$ cat config.mk
export PLATFORM = sky130hd
export DESIGN_NAME = wiper_command_interpreter
export DESIGN_NICKNAME = d
export VERILOG_FILES = /design/src/nonvolatile_store.v /design/src/serial_frame_port.v /design/src/wiper_command_interpreter.v
export VERILOG_INCLUDE_DIRS = /design/src
export SDC_FILE = /design/constraint.sdc
export NUM_CORES = 1
export LEC_CHECK = 0
export BUFFER_PORTS_ARGS = -buffer_cell sky130_fd_sc_hd__buf_2
export CORE_MARGIN = 5
export CORE_UTILIZATION = 34
export CTS_BUF_LIST = sky130_fd_sc_hd__clkbuf_8
export DETAILED_ROUTE_END_ITERATION = 10
export PLACE_DENSITY = 0.44
export SLEW_MARGIN = 20
export SYNTH_ARGS = -nofsm -noshare
export SYNTH_HDL_FRONTEND = slang
export SYNTH_HIERARCHICAL = 1
export SYNTH_SLANG_ARGS = --single-unit
$ cat constraint.sdc
create_clock -name mclk -period 4.9 [get_ports mclk]
set_input_delay 0.49 -clock mclk [delete_from_list [all_inputs] [get_ports mclk]]
set_output_delay 0.49 -clock mclk [all_outputs]
set_load 0.01 [all_outputs]
$ cat src/wiper_defines.vh
// What this block does
// - 24-bit frames; low 16 bits carry data
// - Echo previous frame on serial out
// - Code 0xB loads low 10 bits
// - Code 0xE0 increments wiper by one
// - Code 0x20 stores wiper to location 0
// - Write-protect low blocks nonvolatile writes
// - Reload wiper at power-on, strobe, command
// - Code 0x10 restores location 0 to wiper
// - Code 0xC0 doubles the wiper
// - Doubling midscale gives full scale
// - Code 0x3 stores data at address nibble 1-15
// - Code 0x9 reads location next frame
// - NOP after read ends read mode
// - Code 0xA0 returns wiper next frame
// - Location 0 wiper, 1 outputs, 2-15 user
// - Restore copies stored output bits out
// Purpose: constants for the wiper command interpreter
// Assumes: plain Verilog-2005 includers
// Notes:   definitions only
`ifndef WIPER_DEFINES_VH
`define WIPER_DEFINES_VH
`define FRAME_BITS     24
`define WIPER_MAX      10'h3ff
`define WIPER_MID      10'h200
`define CMD_NOP        4'h0
`define CMD_RESTORE    4'h1
`define CMD_STORE      4'h2
`define CMD_USER_WR    4'h3
`define CMD_RESTORE_B  4'h8
`define CMD_READ_NV    4'h9
`define CMD_READ_WIPER 4'ha
`define CMD_LOAD       4'hb
`define CMD_DOUBLE     4'hc
`define CMD_INC        4'he
`define ADDR_WIPER     4'h0
`define ADDR_OUTPUTS   4'h1
`define OUT1_BIT       0
`define OUT2_BIT       1
`endif

$ cat src/nonvolatile_store.v
// Purpose: sixteen-word nonvolatile store model
// Assumes: single clock, one access per cycle
// Notes:   contents are not reset, they persist
`timescale 1ns/100ps
module nonvolatile_store #(
    parameter WORDS = 16,
    parameter AW    = 4
) (
    // Clock
    input  wire          mclk,
    // Access
    input  wire          writeEnable,
    input  wire          writeProtectN,
    input  wire          readEnable,
    input  wire [AW-1:0] address,
    input  wire [15:0]   writeData,
    output reg  [15:0]   readData
);
    reg [15:0] cells [0:WORDS-1]; // Stored words
    integer i;

    // Blank part starts all zero
    initial begin
        for (i = 0; i < WORDS; i = i + 1) begin
            cells[i] = 16'h0000;
        end
    end

    // Writes refused while protect is low, reads one cycle late
    always @(posedge mclk) begin
        if (writeEnable && writeProtectN) begin
            cells[address] <= writeData;
        end
        if (readEnable) begin
            readData <= cells[address];
        end
    end
endmodule // nonvolatile_store

$ cat src/serial_frame_port.v
// Purpose: three-wire serial shifter with frame echo
// Assumes: pins synchronous to mclk, MSB first
// Notes:   sample on clock rise, shift out on fall
`timescale 1ns/100ps
`include "wiper_defines.vh"
module serial_frame_port (
    // Clock and reset
    input  wire        mclk,
    input  wire        resetn,
    // Serial pins
    input  wire        chipSelectN,
    input  wire        serialClock,
    input  wire        serialDataIn,
    output reg         serialDataOut,
    output reg         serialOutEnable,
    // Word side
    input  wire [23:0] echoWord,
    output reg         frameValid,
    output reg  [23:0] frameWord
);
    reg        csPrev;    // Select one cycle ago
    reg        clkPrev;   // Serial clock one cycle ago
    reg [4:0]  bitCount;  // Saturates at 31
    reg [23:0] inShift;   // Incoming bits
    reg [23:0] outShift;  // Outgoing bits
    wire csFall = csPrev & ~chipSelectN;
    wire csRise = ~csPrev & chipSelectN;
    wire sckRise = ~clkPrev & serialClock & ~chipSelectN;
    wire sckFall = clkPrev & ~serialClock & ~chipSelectN;

    // Shifting, counting and frame completion
    always @(posedge mclk or negedge resetn) begin
        if (!resetn) begin
            csPrev <= 1'b1;
            clkPrev <= 1'b0;
            bitCount <= 5'h00;
            inShift <= 24'h000000;
            outShift <= 24'h000000;
            serialDataOut <= 1'b0;
            serialOutEnable <= 1'b0;
            frameValid <= 1'b0;
            frameWord <= 24'h000000;
        end else begin
            csPrev <= chipSelectN;
            clkPrev <= serialClock;
            frameValid <= 1'b0;
            serialOutEnable <= ~chipSelectN;
            if (csFall) begin
                // Last frame goes out while this one comes in
                bitCount <= 5'h00;
                outShift <= {echoWord[22:0], 1'b0};
                serialDataOut <= echoWord[23];
            end else if (sckRise) begin
                inShift <= {inShift[22:0], serialDataIn};
                if (bitCount != 5'h1f) begin
                    bitCount <= bitCount + 5'h01;
                end
            end else if (sckFall) begin
                serialDataOut <= outShift[23];
                outShift <= {outShift[22:0], 1'b0};
            end
            // Short or long frames are dropped
            if (csRise && bitCount == `FRAME_BITS) begin
                frameValid <= 1'b1;
                frameWord <= inShift;
            end
        end
    end
endmodule // serial_frame_port

$ cat src/wiper_command_interpreter.v
// Purpose: decode serial frames into wiper and memory actions
// Assumes: reset marks power-on; pins synchronous to mclk
// Notes:   one command executes per completed frame;
//          restores always win over a frame finishing at the same time,
//          and a restore asked for mid-sequence is queued, not dropped
`timescale 1ns/100ps
`include "wiper_defines.vh"
module wiper_command_interpreter (
    // Clock and reset
    input  wire       mclk,
    input  wire       resetn,
    // Serial port
    input  wire       chipSelectN,
    input  wire       serialClock,
    input  wire       serialDataIn,
    output wire       serialDataOut,
    output wire       serialOutEnable,
    // Control pins
    input  wire       writeProtectN,
    input  wire       presetRestoreN,
    // Wiper and digital outputs
    output reg  [9:0] wiperSetting,
    output reg        firstDigitalOutput,
    output reg        secondDigitalOutput,
    // Status
    output reg        readModeActive,
    output reg        restoreBusy
);
    // Restore sequencer states. A restore reads the wiper word, then the
    // output word; each read returns one cycle after its strobe, so the
    // sequence costs three cycles from request to outputs settled.
    // Read-back of a user word borrows the same machine for one cycle.
    localparam ST_IDLE  = 2'b00; // Nothing in flight
    localparam ST_RD0   = 2'b01; // Wiper word read issued
    localparam ST_RD1   = 2'b10; // Output word read issued
    localparam ST_USER  = 2'b11; // User word read issued

    // Frame side: the shifter hands over a whole frame at once, so the
    // decode below never sees a partial word or a half-shifted command
    // nibble
    wire        frameValid;  // One-cycle pulse per good frame
    wire [23:0] frameWord;   // Received frame
    wire [3:0]  command;     // Top nibble
    wire [3:0]  cmdAddress;  // Address nibble
    wire [15:0] cmdData;     // Data field

    // Echo path: the host sees the last frame back, or read-back data in
    // the low half when the last frame asked for it
    reg  [23:0] prevFrame;    // Last frame received
    reg         readbackHit;  // Low half replaced by readback
    reg  [15:0] readbackWord; // Data for the next echo
    wire [23:0] echoWord;     // Word sent during next frame

    // Memory access: at most one strobe per cycle, decided in one place,
    // so a write and a read never meet on the same address
    reg         memWrite;      // Write strobe
    reg         memRead;       // Read strobe
    reg  [3:0]  memAddr;       // Word address
    reg  [15:0] memWriteData;  // Word written
    wire [15:0] memReadData;   // Word read, one cycle late

    // Sequencer
    reg  [1:0]  state;         // Current state
    reg  [1:0]  next_state;    // Next state
    reg         powerOnPending; // Set by reset, cleared when started
    reg         restoreQueued;  // Restore asked for while busy
    reg         presetPrev;    // Restore pin one cycle ago
    wire        presetFall;    // Restore strobe edge
    wire        restoreCmd;    // Restore-all frame decoded
    wire        startRestore;  // Any restore source

    // Wiper arithmetic, worked out every cycle so that a frame can use
    // the result in the cycle it is decoded
    reg  [9:0]  wiperInc;      // Incremented, saturated
    reg  [9:0]  wiperDouble;   // Doubled, saturated

    // Field split of a frame: command nibble, address nibble, data half.
    // Unused fields of a command are simply ignored, never checked.
    assign command = frameWord[23:20];
    assign cmdAddress = frameWord[19:16];
    assign cmdData = frameWord[15:0];
    assign echoWord = readbackHit ? {prevFrame[23:16], readbackWord} : prevFrame;
    assign presetFall = presetPrev & ~presetRestoreN;
    assign restoreCmd = frameValid && (command == `CMD_RESTORE || command == `CMD_RESTORE_B);
    // Power-on, the strobe pin, a restore frame or a queued request all
    // start the very same two-read sequence
    assign startRestore = powerOnPending | restoreQueued | presetFall | restoreCmd;

    // Serial shifter: it owns the pins, counts serial clocks and refuses
    // any frame that is not exactly 24 clocks long; it copies the echo
    // word at the select fall
    serial_frame_port port (
        .mclk            (mclk),
        .resetn          (resetn),
        .chipSelectN     (chipSelectN),
        .serialClock     (serialClock),
        .serialDataIn    (serialDataIn),
        .serialDataOut   (serialDataOut),
        .serialOutEnable (serialOutEnable),
        .echoWord        (echoWord),
        .frameValid      (frameValid),
        .frameWord       (frameWord)
    );

    // Nonvolatile words: address 0 for the wiper, address 1 for the two
    // output bits, the rest free for the user. Write protect is applied
    // inside the store, so every writer obeys it.
    nonvolatile_store #(
        .WORDS (16),
        .AW    (4)
    ) store (
        .mclk          (mclk),
        .writeEnable   (memWrite),
        .writeProtectN (writeProtectN),
        .readEnable    (memRead),
        .address       (memAddr),
        .writeData     (memWriteData),
        .readData      (memReadData)
    );

    // Saturating step and doubling, never wrap to zero. A wrap would throw
    // the wiper from full scale to zero scale in one step, which is the
    // worst possible surprise for whatever the divider feeds.
    always @* begin
        if (wiperSetting == `WIPER_MAX) begin
            wiperInc = `WIPER_MAX;
        end else begin
            wiperInc = wiperSetting + 10'h001;
        end
        if (wiperSetting >= `WIPER_MID) begin
            wiperDouble = `WIPER_MAX;
        end else begin
            wiperDouble = {wiperSetting[8:0], 1'b0};
        end
    end

    // Memory strobes for stores, restores and reads. Priority: second read
    // of a restore, then a new restore, then the frame's own access. A store
    // or read frame that lands while the sequencer is busy is dropped; the
    // host spacing between frames keeps this from happening in practice.
    always @* begin
        memWrite = 1'b0;
        memRead = 1'b0;
        memAddr = `ADDR_WIPER;
        memWriteData = 16'h0000;
        if (state == ST_RD0) begin
            // Second word of a restore: digital output bits
            memRead = 1'b1;
            memAddr = `ADDR_OUTPUTS;
        end else if (startRestore && state == ST_IDLE) begin
            memRead = 1'b1;
            memAddr = `ADDR_WIPER;
        end else if (frameValid && state == ST_IDLE) begin
            case (command)
                `CMD_STORE: begin
                    memWrite = 1'b1;
                    memAddr = `ADDR_WIPER;
                    memWriteData = {6'h00, wiperSetting};
                end
                `CMD_USER_WR: begin
                    // Address 0 belongs to the wiper store only
                    // Address 1 may be written here to preset the output bits
                    memWrite = (cmdAddress != `ADDR_WIPER);
                    memAddr = cmdAddress;
                    memWriteData = cmdData;
                end
                `CMD_READ_NV: begin
                    // Data comes back next cycle; the user state takes it
                    memRead = 1'b1;
                    memAddr = cmdAddress;
                end
                default: begin
                    memRead = 1'b0;
                end
            endcase
        end
    end

    // Sequencer next state. Every state but idle lasts exactly one cycle,
    // so busy time is fixed and easy to check from outside.
    always @* begin
        case (state)
            ST_IDLE: begin
                // A restore outranks a read frame arriving in the same cycle
                if (startRestore) begin
                    next_state = ST_RD0;
                end else if (frameValid && command == `CMD_READ_NV) begin
                    next_state = ST_USER;
                end else begin
                    next_state = ST_IDLE;
                end
            end
            ST_RD0: begin
                next_state = ST_RD1;
            end
            ST_RD1: begin
                next_state = ST_IDLE;
            end
            ST_USER: begin
                next_state = ST_IDLE;
            end
            default: begin
                next_state = ST_IDLE;
            end
        endcase
    end

    // Sequencer state, power-on request and strobe edge
    // The strobe edge detector idles high like the pin, so reset gives no false restore
    always @(posedge mclk or negedge resetn) begin
        if (!resetn) begin
            state <= ST_IDLE;
            powerOnPending <= 1'b1;
            restoreQueued <= 1'b0;
            presetPrev <= 1'b1;
            restoreBusy <= 1'b0;
        end else begin
            state <= next_state;
            presetPrev <= presetRestoreN;
            if (state == ST_IDLE) begin
                // Taken as soon as the sequencer is free
                powerOnPending <= 1'b0;
                restoreQueued <= 1'b0;
            end else if (presetFall || restoreCmd) begin
                // Strobe or frame seen mid-sequence: run once more after
                restoreQueued <= 1'b1;
            end
            // Busy follows the next state so it lines up with the reads
            restoreBusy <= (next_state == ST_RD0) || (next_state == ST_RD1);
        end
    end

    // Wiper register and digital output register. Restore data wins over
    // any frame; the outputs change only on the second read of a restore.
    always @(posedge mclk or negedge resetn) begin
        if (!resetn) begin
            wiperSetting <= 10'h000;
            firstDigitalOutput <= 1'b0;
            secondDigitalOutput <= 1'b0;
        end else if (state == ST_RD0) begin
            // Stored wiper lands one cycle after its read
            wiperSetting <= memReadData[9:0];
        end else if (state == ST_RD1) begin
            // Output bits land one cycle after the wiper
            firstDigitalOutput <= memReadData[`OUT1_BIT];
            secondDigitalOutput <= memReadData[`OUT2_BIT];
        end else if (frameValid) begin
            // Frames arriving during a restore lose to it
            case (command)
                `CMD_LOAD: begin
                    wiperSetting <= cmdData[9:0];
                end
                `CMD_INC: begin
                    wiperSetting <= wiperInc;
                end
                `CMD_DOUBLE: begin
                    wiperSetting <= wiperDouble;
                end
                default: begin
                    // Other commands leave the wiper alone
                    wiperSetting <= wiperSetting;
                end
            endcase
        end
    end

    // Echo word for the next frame. The shifter copies it at the select
    // fall, so it must be settled before then; the host spacing between
    // frames leaves several cycles after the one-cycle memory read.
    always @(posedge mclk or negedge resetn) begin
        if (!resetn) begin
            prevFrame <= 24'h000000;
            readbackHit <= 1'b0;
            readbackWord <= 16'h0000;
        end else if (frameValid) begin
            prevFrame <= frameWord;
            if (command == `CMD_READ_WIPER) begin
                readbackHit <= 1'b1;
                readbackWord <= {6'h00, wiperSetting};
            end else begin
                // Read result arrives a cycle later below
                readbackHit <= (command == `CMD_READ_NV);
                readbackWord <= 16'h0000;
            end
        end else if (state == ST_USER) begin
            // Memory data arrives one cycle after the read strobe
            readbackWord <= memReadData;
        end
    end

    // Read mode lasts until a no-operation frame. It only reports the
    // higher-power state to the outside; no logic here depends on it,
    // so a host that never sends the no-operation frame loses nothing
    always @(posedge mclk or negedge resetn) begin
        if (!resetn) begin
            readModeActive <= 1'b0;
        end else if (frameValid) begin
            if (command == `CMD_NOP) begin
                readModeActive <= 1'b0;
            end else if (command == `CMD_READ_NV || restoreCmd) begin
                readModeActive <= 1'b1;
            end
        end
    end
endmodule // wiper_command_interpreter

---- After elaboration in Yosys (flattened, before gate mapping) ----
Memories as Yosys holds them, arrays and structs flattened. A register that Yosys moved wholly into a read port is not among the register bits.
Index checks and enable logic that the tools add are counted.
word-level totals
  output and inout bits ................... 16
  memories ................................ 1
  logic and storage cells ................. 136
  flip-flop bits (word level) ............. 142
  bits in writable memories ............... 256
cells by class
  add/subtract/negate cells ............... 2
  order comparisons ....................... 1
  bitwise operators ....................... 17
  reductions and logical operators ........ 29
  multiplexer cells ....................... 46
  eq/ne operators ......................... 19
memory list
  name         words  width  read ports  clocked after Yosys merged registers in  write ports  line                    RTL
  store.cells  16     16     1           1                                        1            nonvolatile_store.v:19  reg [15:0] cells [0:WORDS-1];
operator list
  cell                     number
  $mux W16                 6
  $mux W24                 3
  $mux W10                 6
  $pmux W16 S2             1
  $pmux W10 S3             1
  $eq A4 B4 Y1 const B     6
  $mux W1                  18
  $mux W4                  4
  $mux W5                  3
  $reduce_bool A2 Y1       7
  $add A10 B1 Y10 const B  1
  $eq A10 B10 Y1 const B   1
  $ge A10 B10 Y1 const B   1
  $reduce_and A2 Y1        5
  $eq A4 B2 Y1 const B     2
  $reduce_bool A4 Y1       2
  $and A1 B1 Y1            7
  $not A1 Y1               7
  $eq A2 B2 Y1 const B     3
  $logic_and A1 B1 Y1      6
  $pmux W2 S3              1
  $add A5 B1 Y5 const B    1
  $eq A5 B5 Y1 const B     1
  $ne A5 B5 Y1 const B     1
  12 further kinds         20

---- Depth between registers and ports, before layout ----
Gate-level depths: netlist of the first run.
  depth in word-level cells ............... 10
  gate-level depth with buffers ........... 12

---- Cells and area by module ----
The synthesis of the first run kept the hierarchy.
modules (own cells, without submodules)
  module                     times used  cells an instance  area each (um2)  seq. area each (um2)
  nonvolatile_store          1           437                10247.3          8167.8
  wiper_command_interpreter  1           374                3433.3           1503.9
  serial_frame_port          1           250                3265.6           2028.2

---- Worst setup path before layout of the first run ----
No wires, ideal clock.
  kind .................................... register to register
  from .................................... reg port.frameWord[20]
  to ...................................... mem store.cells[2][0] (enable)
  library setup time ...................... 0.409 ns
  setup slack ............................. 1.043 ns
  period minus slack after synthesis ...... 3.857 ns
  required time ........................... 4.491 ns
  buffers on the path ..................... 4
  arrival ................................. 3.448 ns
  stages on the path, launching flop included .. 12
  cells stage by stage .................... dfrtp_1 -> buf_6 -> xor2_2 -> a2111oi_4 -> nand3_4 -> nor2_2 -> and2_1 -> clkbuf_1 -> buf_2 -> buf_2 -> nand4b_1 -> nor3_1
on the way
  elaborated cells on any way between the ends .. 21
  those cells by class .................... 5 x eq/ne; 10 x mux; 1 x bitwise; 5 x reduce/logical
RTL lines
  what                                                                  line                             RTL
  start, declared                                                       serial_frame_port.v:19           output reg [23:0] frameWord
  start signal, assigned                                                serial_frame_port.v:65           frameWord <= inShift;
  $eq A4 B1 Y1 (no source line) / $eq A4 B4 Y1 (equally long branches)  -
  $logic_or A1 B1 Y1 (no source line)                                   -
  $logic_and A1 B1 Y1                                                   wiper_command_interpreter.v:84   assign restoreCmd = frameValid && (command == `CMD_RESTORE || command == `CMD_RESTORE_B);
  $or A1 B1 Y1                                                          wiper_command_interpreter.v:87   assign startRestore = powerOnPending | restoreQueued | presetFall | restoreCmd;
  $logic_and A1 B1 Y1                                                   wiper_command_interpreter.v:150  end else if (startRestore && state == ST_IDLE) begin
  $mux W4 *                                                             wiper_command_interpreter.v:150
  $mux W4 *                                                             wiper_command_interpreter.v:146  if (state == ST_RD0) begin
  via memAddr[1]                                                        wiper_command_interpreter.v:58   reg [3:0] memAddr;
  end, declared                                                         nonvolatile_store.v:19
Mark *: on every way through the listed nets, which the timed path passes. The rest lies on a longest branch.

---- Final worst setup path of the first run ----
  from .................................... reg port.frameWord[21]
  to ...................................... mem store.cells[15][13] (enable)
The elaborated chain is that of the path after synthesis.

==> flow_summary.yaml, run 1 <==
job:
  drv_cap: 0
power:
  internal_uw: 5660
  total_power_uw: 7680
  sw_frac_of_total_pct: 26.2
  irDropWorstVdd_mv: 0.201
  power_density_mw_per_mm2: 396
  seq_power_share_pct: 51.4
  power_switching_uw: 2010
  combinationalPowerShare_pct: 9.7
  clock_network_fraction_of_total_power_pct: 38.9
  static-leakage-power_uw: 0.00627
floorplan:
  fp.dieArea_mm2: 0.0544
  i_o_pins: 23
  coreArea_mm2: 0.0492
  floorplan.die.width_um: 233
  initial_util_pct: 34.5
  core.rowCount: 81
  die_y_um: 233
placement:
  port_buffers: 22
  preCtsSetupSlack_ns: 0.763
  detailed_place.area_mm2: 0.0180
  gpl.final_weighted_congestion: 0.800
  dp_hpwl_mm: 26.4
timing:
  fin_max_slew_vios: 0
  finalHoldViolCount: 0
  final_period_minus_worst_setup_slack_ns: 4.16
  clock_skew_ns: 0.0296
  fin_ws_ns: 0.738
  upper_clock_frequency_limit_mhz: 240
  timing.setup.tns_ns: 0
  setup_violations: 0
  grt_setup_unrepaired: "no"
  post-route-period-util_pct: 84.9
  timing.slew.headroom_pct: 30.8
  worst_slew_pin_slew_ns: 1.04
clock_tree:
  clock_tree.htree_level_count: 3
  cts.path.max_buffers: 3
  clkTransAtPathRegs_ns: 0.06
  clkLatencyLatePin_ns: 0.65
  post-cts-setup-buffers: 0
  count_of_cells_resized_by_post_cts_repair: 0
  tritoncts: "done"
  cts-buffers-inserted: 73
  hold_fix_buffers_at_cts: 4
  clock-root-buffer: "clkbuf_8"
  cts_sinks: 413
layout:
  fin_area_mm2: 0.0194
  fin_nets: 1152
  final_core_density_pct: 39.4
  drive_gt1_share_pct: 29.5
  flow.area_growth_from_synthesis_pct: 14.4
grt:
  initial_antenna_violation_count: 1
  first_global_vias: 9813
  pin_count_of_the_biggest_net_entering_global_routing: 106
  gr-total-overflow: 0
  globalRouteTotalUtil_pct: 16.0
  grt_first_pass_wirelength_mm: 64.8
logic_synthesis:
  asyncSetResetFlopFracSynth_pct: 34.1
  netlist_instances: 1061
  edff_count_synth: 272
  synth_top_area_share_pct: 48.2
  synth.cell_area_mm2: 0.0169
  synth.net_count: 1073
  post_synth_most_frequent_cells: "272 x edfxtp_1, 138 x dfrtp_1, 79 x mux2_2"
  synth-warning-count: 6
  dominantRegCellSynth: "edfxtp_1"
  synthDistinctLibCells: 62
  ys_ff_latch: 413
  yosysMostFrequentCell: "edfxtp_1"
  synth_largest_area_cell: "edfxtp_1"
  netlist_top_cells_area: "edfxtp_1 48%, dfrtp_1 20%, mux4_2 8.5%, mux2_2 5.2%, a22oi_1 2.5%"
  synthesized_area_divided_by_synthesized_cell_count_um2: 16.0
  synth_seq_area_share_pct: 69.0
route:
  wl_met2_mm: 19.5
  totalWireLength_mm: 42.8
  wl_met3_mm: 1.91
  top_layer: "met4"
  wl_per_cell_um: 23.0
  number_of_drc_violations_after_detailed_routing_iteration_0: 692
  dr.pass1.iters: 5
  vias_per_cell: 5.09
  post_route_met1_wirelength_mm: 20.1
  drcViolationCount: 0
  route.antenna.remaining_nets: 0
  via_count: 9483
worst_setup_path:
  worstPathCellList: "nor3b_2 -> a2111oi_4 -> nand3_4 -> nor2_2 -> and2_4 -> nand4_1 -> nor2_2 -> buf_4"
  end_kind: "flop"
  worst-endpoint-required_ns: 5.24
  path_delay_family: "simple AND/OR/NAND/NOR gates"
  worst_setup_path_start_kind: "flop"
  cp_slowest_cell: "dfrtp_1"
  critical_path_arrival_ns: 4.50
  timing.critical_path.mode_cell: "nor2_2"
  critical_path_buf_inv_count: 1
  critical_path.max_stage_delay_ns: 0.65
  worstPathMaxFanout: 41
  timing.setup.critical_path_class: "flop to flop"
outcome:
  run_status: "completed"
min_path:
  holdCritPathClass: "primary input to flop"
==> placed cells by master, fill, tap and decap left out, types with 3 or more instances in the layout <==
| cell type | synthesis | layout |
|---|---|---|
| nor2_1 | 43 | 24 |
| nor3_1 | 9 | 5 |
| a21oi_1 | 27 | 27 |
| xnor2_1 | 3 | 3 |
| and3_1 | 6 | 6 |
| ha_1 | 5 | 5 |
| nand2_1 | 76 | 76 |
| nand4_1 | 4 | 4 |
| clkinvlp_4 | 0 | 3 |
| a31oi_1 | 5 | 5 |
| buf_2 | 23 | 21 |
| dlygate4sd3_1 | 0 | 4 |
| a211oi_1 | 5 | 5 |
| mux2i_1 | 13 | 13 |
| and2_1 | 6 | 5 |
| nor2b_1 | 8 | 7 |
| mux4_2 | 64 | 64 |
| inv_1 | 40 | 67 |
| clkinv_2 | 0 | 6 |
| nand4b_1 | 3 | 3 |
| o22ai_1 | 7 | 7 |
| nand3_1 | 11 | 11 |
| nor2_2 | 1 | 19 |
| clkinv_1 | 0 | 12 |
| dfrtp_1 | 138 | 137 |
| buf_4 | 3 | 46 |
| dfstp_2 | 3 | 3 |
| a22oi_1 | 57 | 57 |
| edfxtp_1 | 272 | 272 |
| nor3_2 | 1 | 4 |
| clkbuf_8 | 0 | 80 |
| a22oi_2 | 6 | 6 |
| nand2b_1 | 4 | 4 |
| mux2_2 | 79 | 79 |
| o21ai_0 | 59 | 59 |
==> power groups by stage <==
stage	logic (uW)	clock network, uW	registers, uW
2_1_floorplan	621	0	3960
3_3_place_gp	758	0	4010
3_5_place_dp	760	0	4010
4_1_cts	764	3110	3940
5_1_grt	833	3260	3960
6_report	746	2990	3940
==> path summary, 6_finish.rpt <==
kind	start	slack (ns)	endpoint	cells after the start
max	port/frameWord[21]	0.74	store/cells[15][13]	8
min	serialDataIn	0.1	port/inShift[0]	2
max reg2reg	port/frameWord[21]	0.74	store/cells[15][13]	8
min reg2reg	port/frameWord[14]	0.50	prevFrame[14]	2
max in group asynchronous	resetn	3.24	powerOnPending	3
min in group asynchronous	resetn	0.54	readbackWord[9]	2
==> final cells by class <==
type	instances	area (um^2)
inverter	40	150
multi-input combinational	539	4830
sequential	413	11700
antenna	2	5.00
timing repair buffer	73	524
tap	664	831
clock buffer	79	1090
fill	4619	29800
clock inverter	52	258
==> cells by family (layout without fill, tap and decap cells) <==
kind of cell    count (synthesis)  count (layout)  synth area share [%]
compound gates                181             181                  7.07
xor+xnor                        5               5                 0.303
fa+ha+maj                       6               6                 0.428
buf+inv                       109             244                  3.12
flops                         413             413                  69.0
mux                           156             156                  14.5
other cells                     0               2                     0
simple gates                  191             191                  5.52
==> state kept, by name (all words and copies together) (netlist names), 2 cells and up <==
name            flops
prevFrame          24
port/inShift       24
port/outShift      23
port/bitCount       5
state               2
store/cells       256
wiperSetting       10
readbackWord       16
port/frameWord     24
store/readData     16
==> metal layers <==
layer / GRT usage, % / vias up
met3: 3.27 / 87
met4: 5.39 / 0
li1: - / 4237
met2: 24.2 / 219
met5: 0 / -
met1: 23.1 / 4940
==> stage by stage <==
stage	hold slack, ns	std cells
2_1_floorplan	0.194	1061
3_3_place_gp	0.486	1724
3_5_place_dp	0.490	1724
4_1_cts	0.0384	1859
5_1_grt	0.0581	1862
6_report	0.0998	1862
No activity file was read; power rests on OpenSTA's default activity.
==> run 2: changes to the inputs <==
==> constraint.sdc (replaced) <==
create_clock -name mclk -period 4.3 [get_ports mclk]
set_input_delay 0.43 -clock mclk [delete_from_list [all_inputs] [get_ports mclk]]
set_output_delay 0.43 -clock mclk [all_outputs]
set_load 0.01 [all_outputs]
==> run 2 against run 1 <==
  * Wire length decreased by 0.69%
  * Power is 15% higher
  * First-iteration DRC count grew 10%
  * Global-route usage shrank 0.058 points
  * Cell area is 0.64% higher
  * Combinational power up 15%
  * Via count grew 0.11%
  * Clock skew decreased by 0.014 ns
  * Largest power group unchanged
  * Highest routed layer unchanged
==> flow_summary.yaml, run 2 (synthesis results as in run 1) <==
worst_setup_path:
  end_kind: "flop"
  cp_slowest_cell: "nor2_2"
  timing.critical_path.mode_cell: "nor2_2"
  critical_path.max_stage_delay_ns: 0.61
  worstPathMaxFanout: 13
  worst-endpoint-required_ns: 4.64
  critical_path_buf_inv_count: 1
  critical_path_arrival_ns: 4.20
  path_delay_family: "simple AND/OR/NAND/NOR gates"
  worst_setup_path_start_kind: "flop"
  timing.setup.critical_path_class: "flop to flop"
  worstPathCellList: "xor2_2 -> a2111oi_4 -> nand3_4 -> nor2_2 -> and2_1 -> nand2b_1 -> nor2_2 -> buf_4"
timing:
  post-route-period-util_pct: 89.7
  timing.slew.headroom_pct: 29.7
  grt_setup_unrepaired: "no"
  fin_max_slew_vios: 0
  final_period_minus_worst_setup_slack_ns: 3.86
  timing.setup.tns_ns: 0
  worst_slew_pin_slew_ns: 1.05
  upper_clock_frequency_limit_mhz: 259
  setup_violations: 0
  finalHoldViolCount: 0
  clock_skew_ns: 0.0151
grt:
  first_global_vias: 9882
  globalRouteTotalUtil_pct: 15.9
  pin_count_of_the_biggest_net_entering_global_routing: 91
  initial_antenna_violation_count: 1
  gr-total-overflow: 0
  grt_first_pass_wirelength_mm: 64.6
route:
  totalWireLength_mm: 42.5
  wl_per_cell_um: 22.7
  dr.pass1.iters: 4
  number_of_drc_violations_after_detailed_routing_iteration_0: 764
  vias_per_cell: 5.08
  via_count: 9493
  route.antenna.remaining_nets: 0
  drcViolationCount: 0
clock_tree:
  clock_tree.htree_level_count: 3
  count_of_cells_resized_by_post_cts_repair: 0
  hold_fix_buffers_at_cts: 5
  clkLatencyLatePin_ns: 0.64
  post-cts-setup-buffers: 0
  tritoncts: "done"
  clock-root-buffer: "clkbuf_8"
  cts_sinks: 413
  cts.path.max_buffers: 3
  cts-buffers-inserted: 71
  clkTransAtPathRegs_ns: 0.06
floorplan:
  die_y_um: 233
  core.rowCount: 81
  floorplan.die.width_um: 233
  fp.dieArea_mm2: 0.0544
  coreArea_mm2: 0.0492
  initial_util_pct: 34.5
  i_o_pins: 23
layout:
  register_with_the_most_flip_flops: "store/cells"
  flow.area_growth_from_synthesis_pct: 15.2
  mostFrequentLayoutCell: "edfxtp_1"
  largest_register_ffs: 256
  layout.cells.most_common_list: "272 x edfxtp_1, 137 x dfrtp_1, 79 x mux2_2"
  fin_nets: 1163
  drive_gt1_share_pct: 30.2
  register_area_mm2: 0.0117
  fin_cells: 1868
  nFillCells: 4559
  multi_input_comb_area_mm2: 0.00482
placement:
  dp_hpwl_mm: 26.8
  port_buffers: 22
  gpl.final_weighted_congestion: 0.782
  post-place-cells: 1737
power:
  irDropWorstVdd_mv: 0.204
  static-leakage-power_uw: 0.00632
  power_density_mw_per_mm2: 453
outcome:
  run_status: "completed"
job:
  drv_cap: 0
min_path:
  holdCritPathClass: "primary input to asynchronous set/reset pin"
==> run 2: cell types whose count changed in the layout (fill, tap and decap cells not counted), moves of 2 or more <==
cell / before / now
buf_4: 46 / 57
inv_1: 67 / 58
clkinv_1: 12 / 17
clkbuf_8: 80 / 76
bufinv_16: 1 / 4
clkinvlp_4: 3 / 1
==> run 2: cell type report <==
class,instances,share of cell area [%]
Sequential cell,413,60.0
Multi-Input combinational cell,539,24.7
Clock buffer,76,5.36
Tap cell,664,4.26
Timing Repair Buffer,86,3.25
Clock inverter,49,1.69
Inverter,40,0.769
Antenna cell,1,0.0128
==> run 2: routing by layer <==
layer / part of all wire (%) / track usage [%] / up-vias / wire (um)
met2: 48 / 25.6 / 228 / 20500
met5: 0 / 0 / - / 0
met1: 46 / 22.1 / 4943 / 19400
met3: 4.2 / 3.63 / 68 / 1780
met4: 1.9 / 4.08 / 0 / 811
li1: - / - / 4254 / -
==> run 2: report_power, final <==
part,total (uW),leakage (uW),internal (uW),switching (uW)
Sequential,4500,0.00370,4360,139
Clock,3480,0.000767,1880,1600
Combinational,857,0.00184,347,510
Total,8840,0.00632,6590,2250
==> run 2: path summary, 6_finish.rpt <==
path / from / to / slack, ns / cells past startpoint
worst max register to register: port/frameWord[20] / store/cells[6][7] / 0.44 / 8
min in group mclk: presetRestoreN / presetPrev / 0.45 / 2
max in group asynchronous: resetn / powerOnPending / 2.89 / 3
worst min-delay path: resetn / port/inShift[0] / 0.42 / 2
worst max-delay path: port/frameWord[20] / store/cells[6][7] / 0.44 / 8
worst min register to register: prevFrame[8] / prevFrame[8] / 0.50 / 1
==> run 2: stage by stage <==
step | utilization [%] | cell area (um^2) | hold slack [ns] | power (uW) | setup WS, ns
2_1_floorplan | - | 16900 | 0.134 | 5220 | 0.443
3_3_place_gp | 36.8 | 18100 | 0.487 | 5440 | 0.554
3_5_place_dp | 36.8 | 18100 | 0.492 | 5450 | 0.445
4_1_cts | 39.7 | 19500 | 0.408 | 9000 | 0.444
5_1_grt | 39.7 | 19500 | 0.416 | 9260 | 0.240
6_report | 39.7 | 19500 | 0.421 | 8840 | 0.442
==> run 3: changes to the inputs <==
--- a/config.mk
+++ b/config.mk
@@ -6,6 +6,7 @@
 export SDC_FILE = /design/constraint.sdc
 export NUM_CORES = 1
 export LEC_CHECK = 0
+export ABC_AREA = 1
 export BUFFER_PORTS_ARGS = -buffer_cell sky130_fd_sc_hd__buf_2
 export CORE_MARGIN = 5
 export CORE_UTILIZATION = 34
==> run 3 against run 2 <==
  * Count of clock-buffer cells in the layout up 6
  * Critical path depth up 1
  * Core utilization down 0.93 points
==> flow_summary.yaml, run 3 <==
logic_synthesis:
  basic_gate_share_of_the_synthesized_area_counting_and_or_nand_and_nor_cells_pct: 25.9
  synth-warning-count: 6
  synth.cell_area_mm2: 0.0181
  yosys.area_share.adder_pct: 0.346
  synth_largest_area_cell: "edfxtp_1"
  synth_top_area_share_pct: 45.1
  synth_compound_area_share_pct: 3.87
  synth_xor_xnor_area_share_pct: 0.145
  edff_count_synth: 272
  synth_top_family_by_area: "simple AND/OR/NAND/NOR gates"
  synth_seq_area_share_pct: 64.7
  synth.net_count: 1937
  synth.mux.area_fraction_pct: 0
  netlist_instances: 1925
  asyncSetResetFlopFracSynth_pct: 34.1
  ys_ff_latch: 413
  synthDistinctLibCells: 36
  dominantRegCellSynth: "edfxtp_1"
  netlist_top_cells_area: "edfxtp_1 45%, nand2_1 21%, dfrtp_1 19%, o21ai_0 2.2%, inv_1 2.0%"
  synthesized_area_divided_by_synthesized_cell_count_um2: 9.40
  yosysMostFrequentCell: "nand2_1"
  post_synth_most_frequent_cells: "1002 x nand2_1, 272 x edfxtp_1, 138 x dfrtp_1"
route:
  totalWireLength_mm: 50.8
  vias_per_cell: 4.70
  via_count: 12800
  wl_per_cell_um: 18.6
  dr.pass1.iters: 7
  drcViolationCount: 0
  route.antenna.remaining_nets: 0
  number_of_drc_violations_after_detailed_routing_iteration_0: 989
grt:
  first_global_vias: 12700
  gr-total-overflow: 0
  globalRouteTotalUtil_pct: 17.7
  pin_count_of_the_biggest_net_entering_global_routing: 100
  initial_antenna_violation_count: 1
  grt_first_pass_wirelength_mm: 78.3
placement:
  port_buffers: 22
  dp_hpwl_mm: 31.9
  gpl.final_weighted_congestion: 0.842
  detailed_place.area_mm2: 0.0190
timing:
  finalHoldViolCount: 0
  timing.slew.headroom_pct: 31.4
  fin_max_slew_vios: 0
  worst_slew_pin_slew_ns: 1.03
  clock_skew_ns: 0.0390
  grt_setup_unrepaired: "no"
  setup_violations: 0
  final_period_minus_worst_setup_slack_ns: 3.52
  post-route-period-util_pct: 81.9
  timing.setup.tns_ns: 0
  holdWs_ns: 0.411
  upper_clock_frequency_limit_mhz: 284
min_path:
  holdCritPathClass: "primary input to asynchronous set/reset pin"
power:
  internal_uw: 6930
  power_switching_uw: 3540
  clock_network_fraction_of_total_power_pct: 32.3
  irDropWorstVdd_mv: 0.307
  combinationalPowerShare_pct: 22.0
  static-leakage-power_uw: 0.00852
  seq_power_share_pct: 45.7
  sw_frac_of_total_pct: 33.8
  total_power_uw: 10500
  power_density_mw_per_mm2: 513
worst_setup_path:
  worst-endpoint-required_ns: 4.63
  critical_path_arrival_ns: 3.85
  worst_reg2reg_path_length_in_cells: 9
  crit_start: "port/frameValid"
  end_kind: "flop"
  cp_slowest_cell: "nor2_2"
  path_delay_family: "simple AND/OR/NAND/NOR gates"
  timing.critical_path.mode_cell: "buf_4"
  worstPathCellList: "buf_4 -> inv_2 -> nor3_1 -> nand3_2 -> nor3_2 -> buf_4 -> nand3_1 -> nor2_2 -> buf_4"
  critical_path_buf_inv_count: 4
  critical_path.max_stage_delay_ns: 0.58
  worst_r2r_startpoint: "port/frameValid"
  critical_path.reg2reg.endpoint: "store/cells[11][4]"
  timing.setup.critical_path_class: "flop to flop"
  worst_setup_path_start_kind: "flop"
  worstPathMaxFanout: 22
  setup.reg_to_reg.worst_slack_ns: 0.78
layout:
  largest_register_ffs: 256
  flow.area_growth_from_synthesis_pct: 12.8
  fin_nets: 2004
  mostFrequentLayoutCell: "nand2_1"
  layout.cells.most_common_list: "1002 x nand2_1, 272 x edfxtp_1, 138 x dfrtp_1"
  fin_area_mm2: 0.0204
  register_with_the_most_flip_flops: "store/cells"
  drive_gt1_share_pct: 11.4
job:
  drv_cap: 0
clock_tree:
  clock_tree.htree_level_count: 3
  clkLatencyLatePin_ns: 0.65
  cts_sinks: 413
  clock-root-buffer: "clkbuf_8"
  clkTransAtPathRegs_ns: 0.06
  count_of_cells_resized_by_post_cts_repair: 0
  cts.path.max_buffers: 3
  post-cts-setup-buffers: 0
  cts-buffers-inserted: 75
  tritoncts: "done"
floorplan:
  floorplan.die.width_um: 241
  die_y_um: 241
  core.rowCount: 84
  initial_util_pct: 34.4
  fp.dieArea_mm2: 0.0579
  i_o_pins: 23
  coreArea_mm2: 0.0527
outcome:
  run_status: "completed"
[run 3: repair_timing]
| action | CTS | global route |
|---|---|---|
| hold buffers | 5 | 0 |
| endpoints found under the setup margin | 0 | 0 |
| endpoints found under the hold margin | 81 | 0 |
[run 3: cell type report]
type / instances / area [um^2]
fillers: 5397 / 32200
clock inverters: 49 / 213
diodes: 1 / 2.50
flip-flops and latches: 413 / 11700
inverters: 105 / 399
multi-input cells: 1321 / 5550
clock buffers: 82 / 1130
well taps: 688 / 861
repair buffers: 76 / 559
[run 3: worst max path at each step]
stage | end | slack (ns) | cells after the start
floorplan | store/cells[4][0] | 1.39 | 9
CTS | store/cells[7][5] | 0.78 | 9
global placement | store/cells[7][1] | 0.79 | 9
global route | store/cells[6][9] | 0.48 | 9
detailed placement | store/cells[11][4] | 0.75 | 9
finish | store/cells[11][4] | 0.78 | 9
[run 3: metrics by stage]
stage                     utilization (%)  worst slack [ns]  std cells
after global routing                 38.8             0.481       2735
after CTS                            38.8             0.784       2734
final                                38.8             0.777       2735
after global placement               36.1             0.792       2598
after detailed placement             36.1             0.752       2598
after floorplan                         -              1.39       1925
[run 3: cell families (layout without fill, tap and decap cells)]
family,Yosys count,after routing
xor gates and xnor gates,3,3
and+or+nand+nor,1188,1188
AOI/OAI and AO/OA,125,125
adders and majority gates,5,5
other,0,1
DFF,413,413
buffers and inverters,191,312
[run 3: routing by layer]
layer  up-vias  share of wire [%]  global-route usage [%]
met5         -                  0                       0
met4         0                2.5                    5.35
met3        86                4.4                    3.34
met2       267                 45                    27.5
met1      6181                 48                    25.3
li1       6313                  -                       -
[run 3: worst register-to-register path: stages, from the launching register on]
cell     delay, ns
dfrtp_1       0.34
buf_4         0.24
inv_2         0.06
nor3_1        0.25
nand3_2       0.44
nor3_2        0.38
buf_4         0.34
nand3_1       0.26
nor2_2        0.58
buf_4         0.32
[run 3: power groups by stage]
stage | combinational [uW] | sequential [uW] | clock (uW)
after floorplan | 1750 | 4740 | 0
after global placement | 2340 | 4860 | 0
after detailed placement | 2320 | 4860 | 0
after CTS | 2340 | 4780 | 3520
after global routing | 2680 | 4820 | 3690
final | 2300 | 4790 | 3380
